### src/rtl/cca_pkg.sv
// constants of the counter array compare block
package cca_pkg;

	// ----------------------------------------------------------------
	// geometry
	// ----------------------------------------------------------------
	localparam int         CCA_NUM_MOD = 5;
	localparam int         CCA_BYTE_W  = 8;
	localparam int         CCA_CNT_W   = 16;

	// ----------------------------------------------------------------
	// register addresses
	// ----------------------------------------------------------------
	localparam logic [7:0] CCA_ADDR_CNT_LO = 8'hf9;
	localparam logic [7:0] CCA_ADDR_CNT_HI = 8'hfa;
	localparam logic [7:0] CCA_ADDR_VAL_LO [CCA_NUM_MOD] = '{8'hfb, 8'he9, 8'heb, 8'hed, 8'hfd};
	localparam logic [7:0] CCA_ADDR_VAL_HI [CCA_NUM_MOD] = '{8'hfc, 8'hea, 8'hec, 8'hee, 8'hfe};

	// ----------------------------------------------------------------
	// reset values
	// ----------------------------------------------------------------
	localparam logic [7:0]  CCA_RST_BYTE = 8'h00;
	localparam logic [15:0] CCA_RST_CNT  = 16'h0000;
	localparam logic        CCA_RST_PIN  = 1'b1;
	localparam logic [7:0]  CCA_RD_NONE  = 8'h00;

	// ----------------------------------------------------------------
	// module operating modes, one-hot
	// ----------------------------------------------------------------
	typedef enum logic [4:0] {
		CCA_M_IDLE   = 5'b00001,
		CCA_M_TOGGLE = 5'b00010,
		CCA_M_FREQ   = 5'b00100,
		CCA_M_PWM8   = 5'b01000,
		CCA_M_PWM16  = 5'b10000
	} cca_mode_t;

endpackage

### src/rtl/cca_val_if.sv
// link between the top and one module value holder
`timescale 1ns/1ps
`default_nettype none
interface cca_val_if;
	logic [7:0] wdata;     // write byte
	logic       wr_lo;     // write low value byte
	logic       wr_hi;     // write high value byte
	logic       freq_step; // advance low byte by high byte
	logic       reload;    // copy high byte into low byte
	logic [7:0] val_lo;    // held low byte
	logic [7:0] val_hi;    // held high byte

	modport ctl (
		output wdata, wr_lo, wr_hi, freq_step, reload,
		input  val_lo, val_hi
	);
	modport unit (
		input  wdata, wr_lo, wr_hi, freq_step, reload,
		output val_lo, val_hi
	);
endinterface
`default_nettype wire

### src/rtl/cca_value.sv
// capture/compare value holder of one module
`timescale 1ns/1ps
`default_nettype none
module cca_value (
	input  wire logic  clk,   // system clock
	input  wire logic  rst_n, // synchronous reset, low active
	cca_val_if.unit    vif    // value access
);
	logic [7:0] lo_q;
	logic [7:0] hi_q;

	// ----------------------------------------------------------------
	// low byte: software write, then frequency step, then reload
	// ----------------------------------------------------------------
	always_ff @(posedge clk) begin
		if (!rst_n) begin
			lo_q <= cca_pkg::CCA_RST_BYTE;
		end else if (vif.wr_lo) begin
			lo_q <= vif.wdata;
		end else if (vif.freq_step) begin
			lo_q <= lo_q + hi_q;
		end else if (vif.reload) begin
			lo_q <= hi_q;
		end
	end

	// high byte: software write only
	always_ff @(posedge clk) begin
		if (!rst_n) begin
			hi_q <= cca_pkg::CCA_RST_BYTE;
		end else if (vif.wr_hi) begin
			hi_q <= vif.wdata;
		end
	end

	assign vif.val_lo = lo_q;
	assign vif.val_hi = hi_q;
endmodule
`default_nettype wire

### src/rtl/cca_top.sv
// counter array: 16-bit counter, five compare modules, byte registers
// Function
// - pwm enable drives waveform on output pin
// - wide select picks 16-bit, else 8-bit pwm
// - pwm plus toggle gives frequency output mode
// - counter bytes at 0xf9 and 0xfa
// - module low value bytes readable and writable
// - module high value bytes readable and writable
// - toggle mode inverts pin on each match
`timescale 1ns/1ps
`default_nettype none
module cca_top (
	input  wire logic       CLK,       // system clock, 40 MHz
	input  wire logic       RST_N,     // synchronous reset, low active
	input  wire logic [7:0] SFR_ADDR,  // register address
	input  wire logic       SFR_WR,    // register write strobe
	input  wire logic       SFR_RD,    // register read strobe
	input  wire logic [7:0] SFR_WDATA, // register write data
	output logic      [7:0] SFR_RDATA, // register read data, next cycle
	input  wire logic       COUNT_EN,  // counter advance tick
	input  wire logic [4:0] PWM_EN,    // pwm enable bit per module
	input  wire logic [4:0] WIDE_PWM,  // wide pwm select per module
	input  wire logic [4:0] TOG_EN,    // toggle enable bit per module
	input  wire logic [4:0] FLAG_IE,   // flag interrupt enable per module
	input  wire logic [4:0] CCF_CLR,   // clear strobe for each flag
	output logic      [4:0] MOD_OUT,   // module output pins
	output logic      [4:0] CCF,       // capture/compare flags
	output logic      [4:0] IRQ        // interrupt request per module
);

	// ----------------------------------------------------------------
	// shared state
	// ----------------------------------------------------------------
	logic [15:0] cnt_q;
	logic [15:0] cnt_d;
	logic        moved_q;
	logic [7:0]  rdata_q;
	logic [7:0]  rdata_d;
	logic [4:0]  pin_q;
	logic [4:0]  ccf_q;
	logic [4:0]  ccf_d;
	logic [4:0]  irq_q;
	logic [7:0]  val_lo [cca_pkg::CCA_NUM_MOD];
	logic [7:0]  val_hi [cca_pkg::CCA_NUM_MOD];
	logic        wr_cnt_lo;
	logic        wr_cnt_hi;

	// one value link per module; the holders own the value bytes
	// and apply the software writes before any mode update
	cca_val_if vif [cca_pkg::CCA_NUM_MOD] ();

	// ----------------------------------------------------------------
	// register bus decode
	// ----------------------------------------------------------------

	// a write to an unmapped address matches no strobe and is dropped
	// counter byte write strobes
	// counter byte decode
	assign wr_cnt_lo = SFR_WR && (SFR_ADDR == cca_pkg::CCA_ADDR_CNT_LO);
	assign wr_cnt_hi = SFR_WR && (SFR_ADDR == cca_pkg::CCA_ADDR_CNT_HI);

	// read multiplexer, unmapped addresses read zero
	always_comb begin
		rdata_d = cca_pkg::CCA_RD_NONE;
		if (SFR_ADDR == cca_pkg::CCA_ADDR_CNT_LO) begin
			rdata_d = cnt_q[7:0];
		end
		if (SFR_ADDR == cca_pkg::CCA_ADDR_CNT_HI) begin
			rdata_d = cnt_q[15:8];
		end
		for (int i = 0; i < cca_pkg::CCA_NUM_MOD; i++) begin
			if (SFR_ADDR == cca_pkg::CCA_ADDR_VAL_LO[i]) begin
				rdata_d = val_lo[i];
			end
			if (SFR_ADDR == cca_pkg::CCA_ADDR_VAL_HI[i]) begin
				rdata_d = val_hi[i];
			end
		end
	end

	// registered read data costs one cycle of latency but gives the bus a
	// flop-driven output and keeps the read path off the match logic
	// read data is captured on the read strobe and held otherwise
	always_ff @(posedge CLK) begin
		if (!RST_N) begin
			rdata_q <= cca_pkg::CCA_RD_NONE;
		end else if (SFR_RD) begin
			rdata_q <= rdata_d;
		end
	end

	// ----------------------------------------------------------------
	// counter
	// ----------------------------------------------------------------

	// next count: byte writes beat the advance tick
	// a byte write replaces only its own byte; the other byte still follows
	// the tick, so a carry out of the low byte is not lost
	always_comb begin
		cnt_d = cnt_q;
		if (COUNT_EN) begin
			cnt_d = cnt_q + 16'h0001;
		end
		if (wr_cnt_lo) begin
			cnt_d[7:0] = SFR_WDATA;
		end
		if (wr_cnt_hi) begin
			cnt_d[15:8] = SFR_WDATA;
		end
	end

	// counter register
	always_ff @(posedge CLK) begin
		if (!RST_N) begin
			cnt_q <= cca_pkg::CCA_RST_CNT;
		end else begin
			cnt_q <= cnt_d;
		end
	end

	// marks a cycle in which the counter holds a freshly advanced value;
	// compares act only then, so a stalled counter cannot retrigger them
	always_ff @(posedge CLK) begin
		if (!RST_N) begin
			moved_q <= 1'b0;
		end else begin
			moved_q <= COUNT_EN && !wr_cnt_lo && !wr_cnt_hi;
		end
	end

	// ----------------------------------------------------------------
	// compare modules
	// ----------------------------------------------------------------
	for (genvar g = 0; g < cca_pkg::CCA_NUM_MOD; g++) begin : g_mod
		cca_pkg::cca_mode_t mode;
		logic               match16;
		logic               match8;
		logic               wrap8;
		logic               wrap16;
		logic               hit;
		logic               pin_d;

		// value holder of this module
		cca_value u_value (
			.clk   (CLK),
			.rst_n (RST_N),
			.vif   (vif[g])
		);

		// value byte writes
		// low value decode
		assign vif[g].wr_lo = SFR_WR && (SFR_ADDR == cca_pkg::CCA_ADDR_VAL_LO[g]);
		assign vif[g].wr_hi = SFR_WR && (SFR_ADDR == cca_pkg::CCA_ADDR_VAL_HI[g]);
		assign vif[g].wdata = SFR_WDATA;
		assign val_lo[g]    = vif[g].val_lo;
		assign val_hi[g]    = vif[g].val_hi;

		// mode from the enable bits
		// frequency output takes precedence since it needs both bits set
		always_comb begin
			mode = cca_pkg::CCA_M_IDLE;
			if (PWM_EN[g] && TOG_EN[g]) begin
				mode = cca_pkg::CCA_M_FREQ;
			end else if (PWM_EN[g]) begin
				mode = WIDE_PWM[g] ? cca_pkg::CCA_M_PWM16 : cca_pkg::CCA_M_PWM8;
			end else if (TOG_EN[g]) begin
				mode = cca_pkg::CCA_M_TOGGLE;
			end
		end

		// counter against value, only on a fresh count
		// the 8-bit compares look at the low byte only, so they recur every
		// 256 ticks whatever the high byte holds
		assign match16 = moved_q && (cnt_q == {val_hi[g], val_lo[g]});
		assign match8  = moved_q && (cnt_q[7:0] == val_lo[g]);
		assign wrap8   = moved_q && (cnt_q[7:0] == 8'h00);
		assign wrap16  = moved_q && (cnt_q == 16'h0000);

		// match event that sets the flag, per mode
		// the flag follows the compare that drives the pin in each mode but idle, where the pin holds and the full match sets it
		always_comb begin
			unique case (mode)
				cca_pkg::CCA_M_FREQ,
				cca_pkg::CCA_M_PWM8: begin
					hit = match8;
				end
				cca_pkg::CCA_M_IDLE,
				cca_pkg::CCA_M_TOGGLE,
				cca_pkg::CCA_M_PWM16: begin
					hit = match16;
				end
				default: begin
					hit = 1'b0;
				end
			endcase
		end

		// value updates asked of the holder
		// a software write to the same byte wins inside the holder
		// step toggle point
		assign vif[g].freq_step = (mode == cca_pkg::CCA_M_FREQ) && match8;
		assign vif[g].reload    = (mode == cca_pkg::CCA_M_PWM8) && wrap8 && !match8;

		// next pin level per mode
		always_comb begin
			pin_d = pin_q[g];
			unique case (mode)
				cca_pkg::CCA_M_TOGGLE: begin
					if (match16) begin
						pin_d = !pin_q[g];
					end
				end
				cca_pkg::CCA_M_FREQ: begin
					if (match8) begin
						pin_d = !pin_q[g];
					end
				end
				cca_pkg::CCA_M_PWM8: begin
					if (match8) begin
						pin_d = 1'b0;
					end else if (wrap8) begin
						pin_d = 1'b1;
					end
				end
				cca_pkg::CCA_M_PWM16: begin
					if (match16) begin
						pin_d = 1'b0;
					end else if (wrap16) begin
						pin_d = 1'b1;
					end
				end
				cca_pkg::CCA_M_IDLE: begin
					pin_d = pin_q[g];
				end
				default: begin
					pin_d = pin_q[g];
				end
			endcase
		end

		// pin register
		// pins reset high, the level a pwm output shows before its first match
		always_ff @(posedge CLK) begin
			if (!RST_N) begin
				pin_q[g] <= cca_pkg::CCA_RST_PIN;
			end else begin
				pin_q[g] <= pin_d;
			end
		end

		// flag: a match in the clearing cycle keeps the flag set
		// set beats clear so that an event landing on the clear is not lost
		always_comb begin
			ccf_d[g] = ccf_q[g];
			if (CCF_CLR[g]) begin
				ccf_d[g] = 1'b0;
			end
			if (hit) begin
				ccf_d[g] = 1'b1;
			end
		end

		always_ff @(posedge CLK) begin
			if (!RST_N) begin
				ccf_q[g] <= 1'b0;
			end else begin
				ccf_q[g] <= ccf_d[g];
			end
		end

		// request follows the flag in the same edge when enabled
		// built from the next flag value so the request never trails the flag
		always_ff @(posedge CLK) begin
			if (!RST_N) begin
				irq_q[g] <= 1'b0;
			end else begin
				irq_q[g] <= ccf_d[g] && FLAG_IE[g];
			end
		end
	end

	// ----------------------------------------------------------------
	// outputs
	// ----------------------------------------------------------------
	assign SFR_RDATA = rdata_q;
	assign MOD_OUT   = pin_q;
	assign CCF       = ccf_q;
	assign IRQ       = irq_q;

endmodule
`default_nettype wire

### config.mk
export PLATFORM = sky130hd
export DESIGN_NAME = cca_top
export DESIGN_NICKNAME = d
export VERILOG_FILES = /design/src/rtl/cca_pkg.sv /design/src/rtl/cca_val_if.sv /design/src/rtl/cca_value.sv /design/src/rtl/cca_top.sv
export SDC_FILE = /design/constraint.sdc
export NUM_CORES = 1
export LEC_CHECK = 0
export BUFFER_PORTS_ARGS = -buffer_cell sky130_fd_sc_hd__buf_2
export CAP_MARGIN = 10
export CORE_MARGIN = 2
export CORE_UTILIZATION = 30
export DETAILED_ROUTE_END_ITERATION = 7
export GPL_TIMING_DRIVEN = 0
export SLEW_MARGIN = 10
export SYNTH_ARGS = -nofsm -noshare
export SYNTH_HDL_FRONTEND = slang
export SYNTH_HIERARCHICAL = 1
export SYNTH_SLANG_ARGS = --single-unit
### constraint.sdc
create_clock -name CLK -period 3.6 [get_ports CLK]
set_input_delay 0 -clock CLK [delete_from_list [all_inputs] [get_ports CLK]]
set_output_delay 0 -clock CLK [all_outputs]
set_load 0.01 [all_outputs]
==> results of run 1 <==
==> synthesized netlist by cell type (all sizes together), types with 37 or more instances <==
library cell | count | share of area (%)
a21oi | 72 | 3.6
buf | 46 | 2.7
dfxtp | 120 | 24
ha | 37 | 4.6
inv | 58 | 2.2
mux2i | 69 | 6.9
nand2 | 89 | 3.3
nor2 | 70 | 2.7
nor2b | 68 | 4.6
nor3 | 41 | 2.4
o21ai | 83 | 4.2
xnor2 | 87 | 7.6
==> cells by family after synthesis <==
logic type	count (synthesis)
simple gates	421
xor+xnor	110
fa+ha+maj	42
compound gates	348
mux	80
flops	120
buf+inv	123
==> layout make-up <==
class                   instances  share of cell area, %
repair buffers                 88                   4.71
clock buffers                  18                   3.67
well taps                     442                   4.73
inverters                      58                   1.86
diodes                          1                 0.0214
multi-input cells            1001                   60.0
clock inverters                14                   1.49
plain buffers                  65                   2.95
flip-flops and latches        120                   20.5
==> routing by layer <==
metal	vias up	part of all wire [%]	routed length [um]	track usage [%]
li1	4787	-	-	-
met3	74	8.7	3240	4.72
met4	0	3.2	1170	8.06
met5	-	0	0	0
met1	4771	44	16500	28.6
met2	469	44	16200	32.4
==> worst max-delay path: stages, from the launching register on <==
cell	delay [ns]
dfxtp_1	0.31
buf_6	0.16
xnor2_1	0.31
nand3_1	0.17
or3_4	0.47
nor3_1	0.69
buf_2	0.36
inv_1	0.17
nor4_1	0.20
a32oi_1	0.09
a31oi_1	0.20
==> path summary, 6_finish.rpt <==
path,to,slack [ns],cells after the start
hold / removal,MOD_OUT[3],0.02,4
hold reg to reg,CCF[3],0.48,2
setup / recovery,g_mod[1].u_value/vif.val_lo[5],0.38,10
setup reg to reg,g_mod[1].u_value/vif.val_lo[5],0.38,10
==> power breakdown <==
group	internal, mW	switching [mW]
Clock	1.09	0.706
Sequential	1.35	0.0238
Combinational	0.160	0.270
Total	2.61	1.00
==> stage by stage <==
| stage | util, % | setup WS (ns) | instances |
|---|---|---|---|
| final | 35.9 | 0.381 | 1807 |
| after global routing | 35.9 | 0.255 | 1807 |
| after CTS | 35.8 | 0.492 | 1806 |
| after detailed placement | 33.3 | 0.517 | 1752 |
| after global placement | 33.3 | 0.434 | 1752 |
| after floorplan | - | 1.32 | 1244 |
==> state kept, by name, indices dropped and copies added, names as in the netlist <==
signal / count
CCF: 5
SFR_RDATA: 8
MOD_OUT: 5
cnt_q: 16
IRQ: 5
g_mod.u_value/vif.val_hi: 40
g_mod.u_value/vif.val_lo: 40
moved_q: 1
==> impl_metrics.xml, run 1 <==
<?xml version="1.0" encoding="UTF-8"?>
<metrics>
  <group name="final_layout">
    <metric name="multi_input_area" unit="um2">7020</metric>
    <metric name="layout.filler_cells" unit="">3398</metric>
    <metric name="post_route_cells_drive_above_1_share" unit="%">13.4</metric>
    <metric name="layout.cell_area.non_filler" unit="um2">11700</metric>
    <metric name="layout_commonest_cell" unit="">dfxtp_1</metric>
    <metric name="fin_nets" unit="">1439</metric>
    <metric name="seqCellArea" unit="um2">2400</metric>
    <metric name="flow.area_growth_from_synthesis" unit="%">17.1</metric>
    <metric name="highest_count_cells_in_the_layout_ignoring_fill_and_taps" unit="">dfxtp_1 (120), buf_2 (99), nand2_1 (89), xnor2_1 (87), o21ai_0 (77)</metric>
  </group>
  <group name="sta">
    <metric name="timing.final.max_slew_violations" unit="">0</metric>
    <metric name="report.final.hold_viol_count" unit="">0</metric>
    <metric name="worstMarginPinSlew" unit="ns">0.975</metric>
    <metric name="fin_hold_ws" unit="ns">0.0157</metric>
    <metric name="max-slew-margin-rel" unit="%">35.0</metric>
    <metric name="max_freq" unit="GHz">0.311</metric>
    <metric name="min_period_over_period" unit="%">89.4</metric>
    <metric name="timing.setup.tns" unit="ns">0</metric>
    <metric name="setup_viol" unit="">0</metric>
    <metric name="unrepaired_setup_endpoints_after_global_routing" unit="">false</metric>
    <metric name="worst_clock_skew" unit="ns">0.0101</metric>
    <metric name="timing.final.crit_period" unit="ns">3.22</metric>
  </group>
  <group name="drt">
    <metric name="routed_wl" unit="um">37100</metric>
    <metric name="drc" unit="">0</metric>
    <metric name="routed_wire_length_per_instance" unit="um">20.5</metric>
    <metric name="post_detailed_route_count_of_antenna_violating_nets" unit="">0</metric>
    <metric name="routed_via_count_divided_by_cell_count" unit="">5.59</metric>
    <metric name="drtPass1Iterations" unit="">6</metric>
    <metric name="detailedRoute.firstIterationViolations" unit="">1033</metric>
    <metric name="routed-via-count" unit="">10101</metric>
  </group>
  <group name="worst_setup_path">
    <metric name="cp_data_arrival_time" unit="ns">3.56</metric>
    <metric name="worst_setup_path_startpoint" unit="">cnt_q[5]</metric>
    <metric name="critical_path.startpoint_type" unit="">register</metric>
    <metric name="r2r_start" unit="">cnt_q[5]</metric>
    <metric name="crit_fanout" unit="">10</metric>
    <metric name="end_kind" unit="">register</metric>
    <metric name="required_time_at_the_worst_slack_endpoint" unit="ns">3.94</metric>
    <metric name="criticalPathCategory" unit="">register to register</metric>
  </group>
  <group name="status">
    <metric name="run_status" unit="">finished clean</metric>
  </group>
  <group name="cts">
    <metric name="clock_insertion_delay_worst_skew" unit="ns">0.43</metric>
    <metric name="max-clock-path-buffers" unit="">2</metric>
    <metric name="h-tree-depth" unit="">4</metric>
    <metric name="clk_pin_slew_worst_paths" unit="ns">0.06</metric>
    <metric name="number_of_clock_sinks" unit="">120</metric>
    <metric name="clock_tree.root_cell" unit="">clkbuf_16</metric>
    <metric name="cts.repair_timing.setup_buffer_count" unit="">0</metric>
    <metric name="postCtsResizedCells" unit="">0</metric>
    <metric name="cts_made_buffers" unit="">17</metric>
    <metric name="cts_hold_buffers_added" unit="">22</metric>
    <metric name="cts_tree" unit="">done</metric>
  </group>
  <group name="yosys">
    <metric name="synth_top_family_by_area" unit="">compound AO/OA/AOI/OAI gates</metric>
    <metric name="synth_nets" unit="">1332</metric>
    <metric name="synthFlopType" unit="">dfxtp_1</metric>
    <metric name="synth-edff-count" unit="">0</metric>
    <metric name="ys_seq_elements" unit="">120</metric>
    <metric name="synth.distinct_cells" unit="">75</metric>
    <metric name="yosys.area_share.simple" unit="%">23.3</metric>
    <metric name="synthesis.area" unit="um2">9990</metric>
    <metric name="synth-xor-area-share" unit="%">9.65</metric>
    <metric name="synth_sequential_area_ratio" unit="%">24.1</metric>
    <metric name="fraction_of_registers_with_async_set_reset" unit="%">0</metric>
    <metric name="syn-instance-count" unit="">1244</metric>
    <metric name="synth.mux.area_fraction" unit="%">8.16</metric>
    <metric name="yosysWarningCount" unit="">6</metric>
    <metric name="syn-mean-instance-area" unit="um2">8.03</metric>
    <metric name="share_of_the_synthesized_area_in_compound_gates_ao_oa_aoi_oai" unit="%">23.6</metric>
    <metric name="post_synth_fa_ha_maj_area_fraction" unit="%">5.64</metric>
  </group>
  <group name="power_and_ir_drop">
    <metric name="p_per_area" unit="nW/um2">308</metric>
    <metric name="worst_ir_drop_vdd" unit="mV">0.226</metric>
    <metric name="design_power_total" unit="mW">3.61</metric>
    <metric name="power.static_leakage" unit="nW">4.06</metric>
  </group>
  <group name="floorplanning">
    <metric name="initial_utilization" unit="%">30.6</metric>
    <metric name="fp.dieArea" unit="um2">34800</metric>
    <metric name="boundaryPins" unit="">69</metric>
    <metric name="floorplan.core_area" unit="um2">32600</metric>
    <metric name="fp.dieW" unit="um">186</metric>
    <metric name="rows" unit="">66</metric>
    <metric name="dieHeight" unit="um">186</metric>
  </group>
  <group name="placement">
    <metric name="detailed_place_hpwl" unit="um">26800</metric>
    <metric name="placed_area" unit="um2">10900</metric>
    <metric name="numPortBuffers" unit="">66</metric>
    <metric name="gp_congestion" unit="">0.987</metric>
  </group>
  <group name="global_routing">
    <metric name="grt_antenna_before_repair" unit="">1</metric>
    <metric name="grt_pass1_wl" unit="um">56800</metric>
    <metric name="grt_max_degree" unit="">46</metric>
    <metric name="globalRoute.totalOverflow" unit="">0</metric>
    <metric name="vias_in_the_first_global_route" unit="">9479</metric>
    <metric name="gr-usage-all-layers" unit="%">21.0</metric>
  </group>
  <group name="hold_path">
    <metric name="holdCritStartpoint" unit="">TOG_EN[3]</metric>
    <metric name="hp-class" unit="">input port to register</metric>
  </group>
  <group name="flow_run">
    <metric name="maxCapViolCount" unit="">0</metric>
  </group>
</metrics>
(Power assumes the default switching activity.)
==> run 2: changes to the inputs <==
Settings changed: CELL_PAD_IN_SITES_DETAIL_PLACEMENT from default to 1, CELL_PAD_IN_SITES_GLOBAL_PLACEMENT from default to 1, PLACE_DENSITY_LB_ADDON from default to 0.1.
==> impl_metrics.xml, run 2 (synthesis results as in run 1) <==
<?xml version="1.0" encoding="UTF-8"?>
<metrics>
  <group name="placement">
    <metric name="numPortBuffers" unit="">66</metric>
    <metric name="detailed_place_hpwl" unit="um">30400</metric>
    <metric name="gp_congestion" unit="">0.897</metric>
    <metric name="worst_slack_at_placement" unit="ns">0.345</metric>
  </group>
  <group name="worst_setup_path">
    <metric name="cpPeakStageDelay" unit="ns">0.77</metric>
    <metric name="crit_chain" unit="">buf_4 &gt; inv_1 &gt; ha_1 &gt; and4bb_2 &gt; nand2_1 &gt; buf_2 &gt; nor4b_1 &gt; buf_2 &gt; mux2_2 &gt; o21ai_0 &gt; o21ai_0</metric>
    <metric name="worstPathBufferInverterCount" unit="">4</metric>
    <metric name="crit_fanout" unit="">10</metric>
    <metric name="end_kind" unit="">register</metric>
    <metric name="required_time_at_the_worst_slack_endpoint" unit="ns">3.92</metric>
    <metric name="critical_path.startpoint_type" unit="">register</metric>
    <metric name="worst_path_dominant_cell_family" unit="">simple AND/OR/NAND/NOR gates</metric>
    <metric name="crit_slowest_cell" unit="">nor4b_1</metric>
    <metric name="criticalPathCategory" unit="">register to register</metric>
    <metric name="cp_data_arrival_time" unit="ns">3.65</metric>
  </group>
  <group name="final_layout">
    <metric name="post_route_cells_drive_above_1_share" unit="%">13.4</metric>
    <metric name="flow.area_growth_from_synthesis" unit="%">17.6</metric>
    <metric name="fin_nets" unit="">1440</metric>
    <metric name="finish.utilization" unit="%">36.0</metric>
    <metric name="layout_commonest_cell" unit="">dfxtp_1</metric>
    <metric name="antennaDiodeCount" unit="">0</metric>
    <metric name="highest_count_cells_in_the_layout_ignoring_fill_and_taps" unit="">dfxtp_1 (120), buf_2 (99), nand2_1 (89), xnor2_1 (87), o21ai_0 (77)</metric>
  </group>
  <group name="sta">
    <metric name="worstMarginPinSlew" unit="ns">0.998</metric>
    <metric name="setup_viol" unit="">0</metric>
    <metric name="unrepaired_setup_endpoints_after_global_routing" unit="">false</metric>
    <metric name="timing.final.crit_period" unit="ns">3.33</metric>
    <metric name="worst_clock_skew" unit="ns">0.00709</metric>
    <metric name="fin_hold_ws" unit="ns">0.0207</metric>
    <metric name="max_freq" unit="GHz">0.300</metric>
    <metric name="layout_setup_ws" unit="ns">0.271</metric>
    <metric name="report.final.hold_viol_count" unit="">0</metric>
    <metric name="min_period_over_period" unit="%">92.5</metric>
    <metric name="timing.setup.tns" unit="ns">0</metric>
    <metric name="timing.final.max_slew_violations" unit="">0</metric>
    <metric name="max-slew-margin-rel" unit="%">33.5</metric>
  </group>
  <group name="drt">
    <metric name="detailedRoute.firstIterationViolations" unit="">614</metric>
    <metric name="routed_wl" unit="um">41800</metric>
    <metric name="post_detailed_route_count_of_antenna_violating_nets" unit="">0</metric>
    <metric name="drtPass1Iterations" unit="">5</metric>
    <metric name="routed_via_count_divided_by_cell_count" unit="">5.54</metric>
    <metric name="drc" unit="">0</metric>
    <metric name="routed-via-count" unit="">10004</metric>
    <metric name="routed_wire_length_per_instance" unit="um">23.1</metric>
  </group>
  <group name="cts">
    <metric name="clock_tree.root_cell" unit="">clkbuf_16</metric>
    <metric name="clock_insertion_delay_worst_skew" unit="ns">0.44</metric>
    <metric name="cts_made_buffers" unit="">17</metric>
    <metric name="cts_tree" unit="">done</metric>
    <metric name="number_of_clock_sinks" unit="">120</metric>
    <metric name="h-tree-depth" unit="">4</metric>
    <metric name="cts.repair_timing.setup_buffer_count" unit="">0</metric>
    <metric name="postCtsResizedCells" unit="">0</metric>
    <metric name="cts_hold_buffers_added" unit="">23</metric>
    <metric name="max-clock-path-buffers" unit="">2</metric>
    <metric name="clk_pin_slew_worst_paths" unit="ns">0.06</metric>
  </group>
  <group name="floorplanning">
    <metric name="floorplan.core_area" unit="um2">32600</metric>
    <metric name="fp.dieW" unit="um">186</metric>
    <metric name="boundaryPins" unit="">69</metric>
    <metric name="dieHeight" unit="um">186</metric>
    <metric name="fp.dieArea" unit="um2">34800</metric>
    <metric name="rows" unit="">66</metric>
    <metric name="initial_utilization" unit="%">30.6</metric>
  </group>
  <group name="flow_run">
    <metric name="maxCapViolCount" unit="">0</metric>
  </group>
  <group name="global_routing">
    <metric name="grt_pass1_wl" unit="um">64400</metric>
    <metric name="grt_max_degree" unit="">46</metric>
    <metric name="gr-usage-all-layers" unit="%">24.2</metric>
    <metric name="globalRoute.totalOverflow" unit="">0</metric>
    <metric name="vias_in_the_first_global_route" unit="">10040</metric>
    <metric name="grt_antenna_before_repair" unit="">0</metric>
  </group>
  <group name="power_and_ir_drop">
    <metric name="power.static_leakage" unit="nW">4.08</metric>
    <metric name="design_power_total" unit="mW">3.74</metric>
    <metric name="p_per_area" unit="nW/um2">318</metric>
    <metric name="worst_ir_drop_vdd" unit="mV">0.315</metric>
  </group>
  <group name="hold_path">
    <metric name="hp-class" unit="">input port to register</metric>
  </group>
  <group name="status">
    <metric name="run_status" unit="">finished clean</metric>
  </group>
</metrics>
run 2: where the power goes:
| part | total [mW] | internal (mW) | switching (mW) |
|---|---|---|---|
| clock | 1.92 | 1.21 | 0.703 |
| combinational | 0.445 | 0.162 | 0.283 |
| sequential | 1.38 | 1.35 | 0.0254 |
| total | 3.74 | 2.73 | 1.01 |
run 2: layer usage:
| metal | wire length [um] | part of all wire, % | global-route usage [%] |
|---|---|---|---|
| met1 | 20700 | 49 | 34.0 |
| met2 | 18900 | 45 | 38.9 |
| met3 | 1390 | 3.3 | 2.84 |
| met4 | 807 | 1.9 | 7.08 |
| met5 | 0 | 0 | 0 |
run 2: worst paths after layout:
kind | from | to | slack [ns] | cells past startpoint
max | cnt_q[1] | g_mod[2].u_value/vif.val_lo[3] | 0.27 | 11
min | TOG_EN[0] | MOD_OUT[0] | 0.02 | 3
max reg2reg | cnt_q[1] | g_mod[2].u_value/vif.val_lo[3] | 0.27 | 11
min reg2reg | CCF[3] | CCF[3] | 0.48 | 2
run 2: worst register-to-register path: stages (launching register included):
cell	delay, ns
dfxtp_1	0.31
buf_4	0.19
inv_1	0.15
ha_1	0.16
and4bb_2	0.27
nand2_1	0.12
buf_2	0.23
nor4b_1	0.77
buf_2	0.40
mux2_2	0.36
o21ai_0	0.13
o21ai_0	0.11
run 2: area by class of cell:
| cell class | instances | area (um2) |
|---|---|---|
| plain buffers | 65 | 345 |
| repair buffers | 89 | 561 |
| well taps | 442 | 553 |
| clock buffers | 21 | 470 |
| fillers | 3933 | 20900 |
| flip-flops and latches | 120 | 2400 |
| inverters | 58 | 218 |
| multi-input cells | 1001 | 7020 |
| clock inverters | 11 | 170 |
run 2: per-stage QoR:
stage          area, um2  std cells
2_1_floorplan       9990       1244
6_report           11700       1807
3_3_place_gp       10900       1752
5_1_grt            11700       1807
4_1_cts            11700       1807
3_5_place_dp       10900       1752
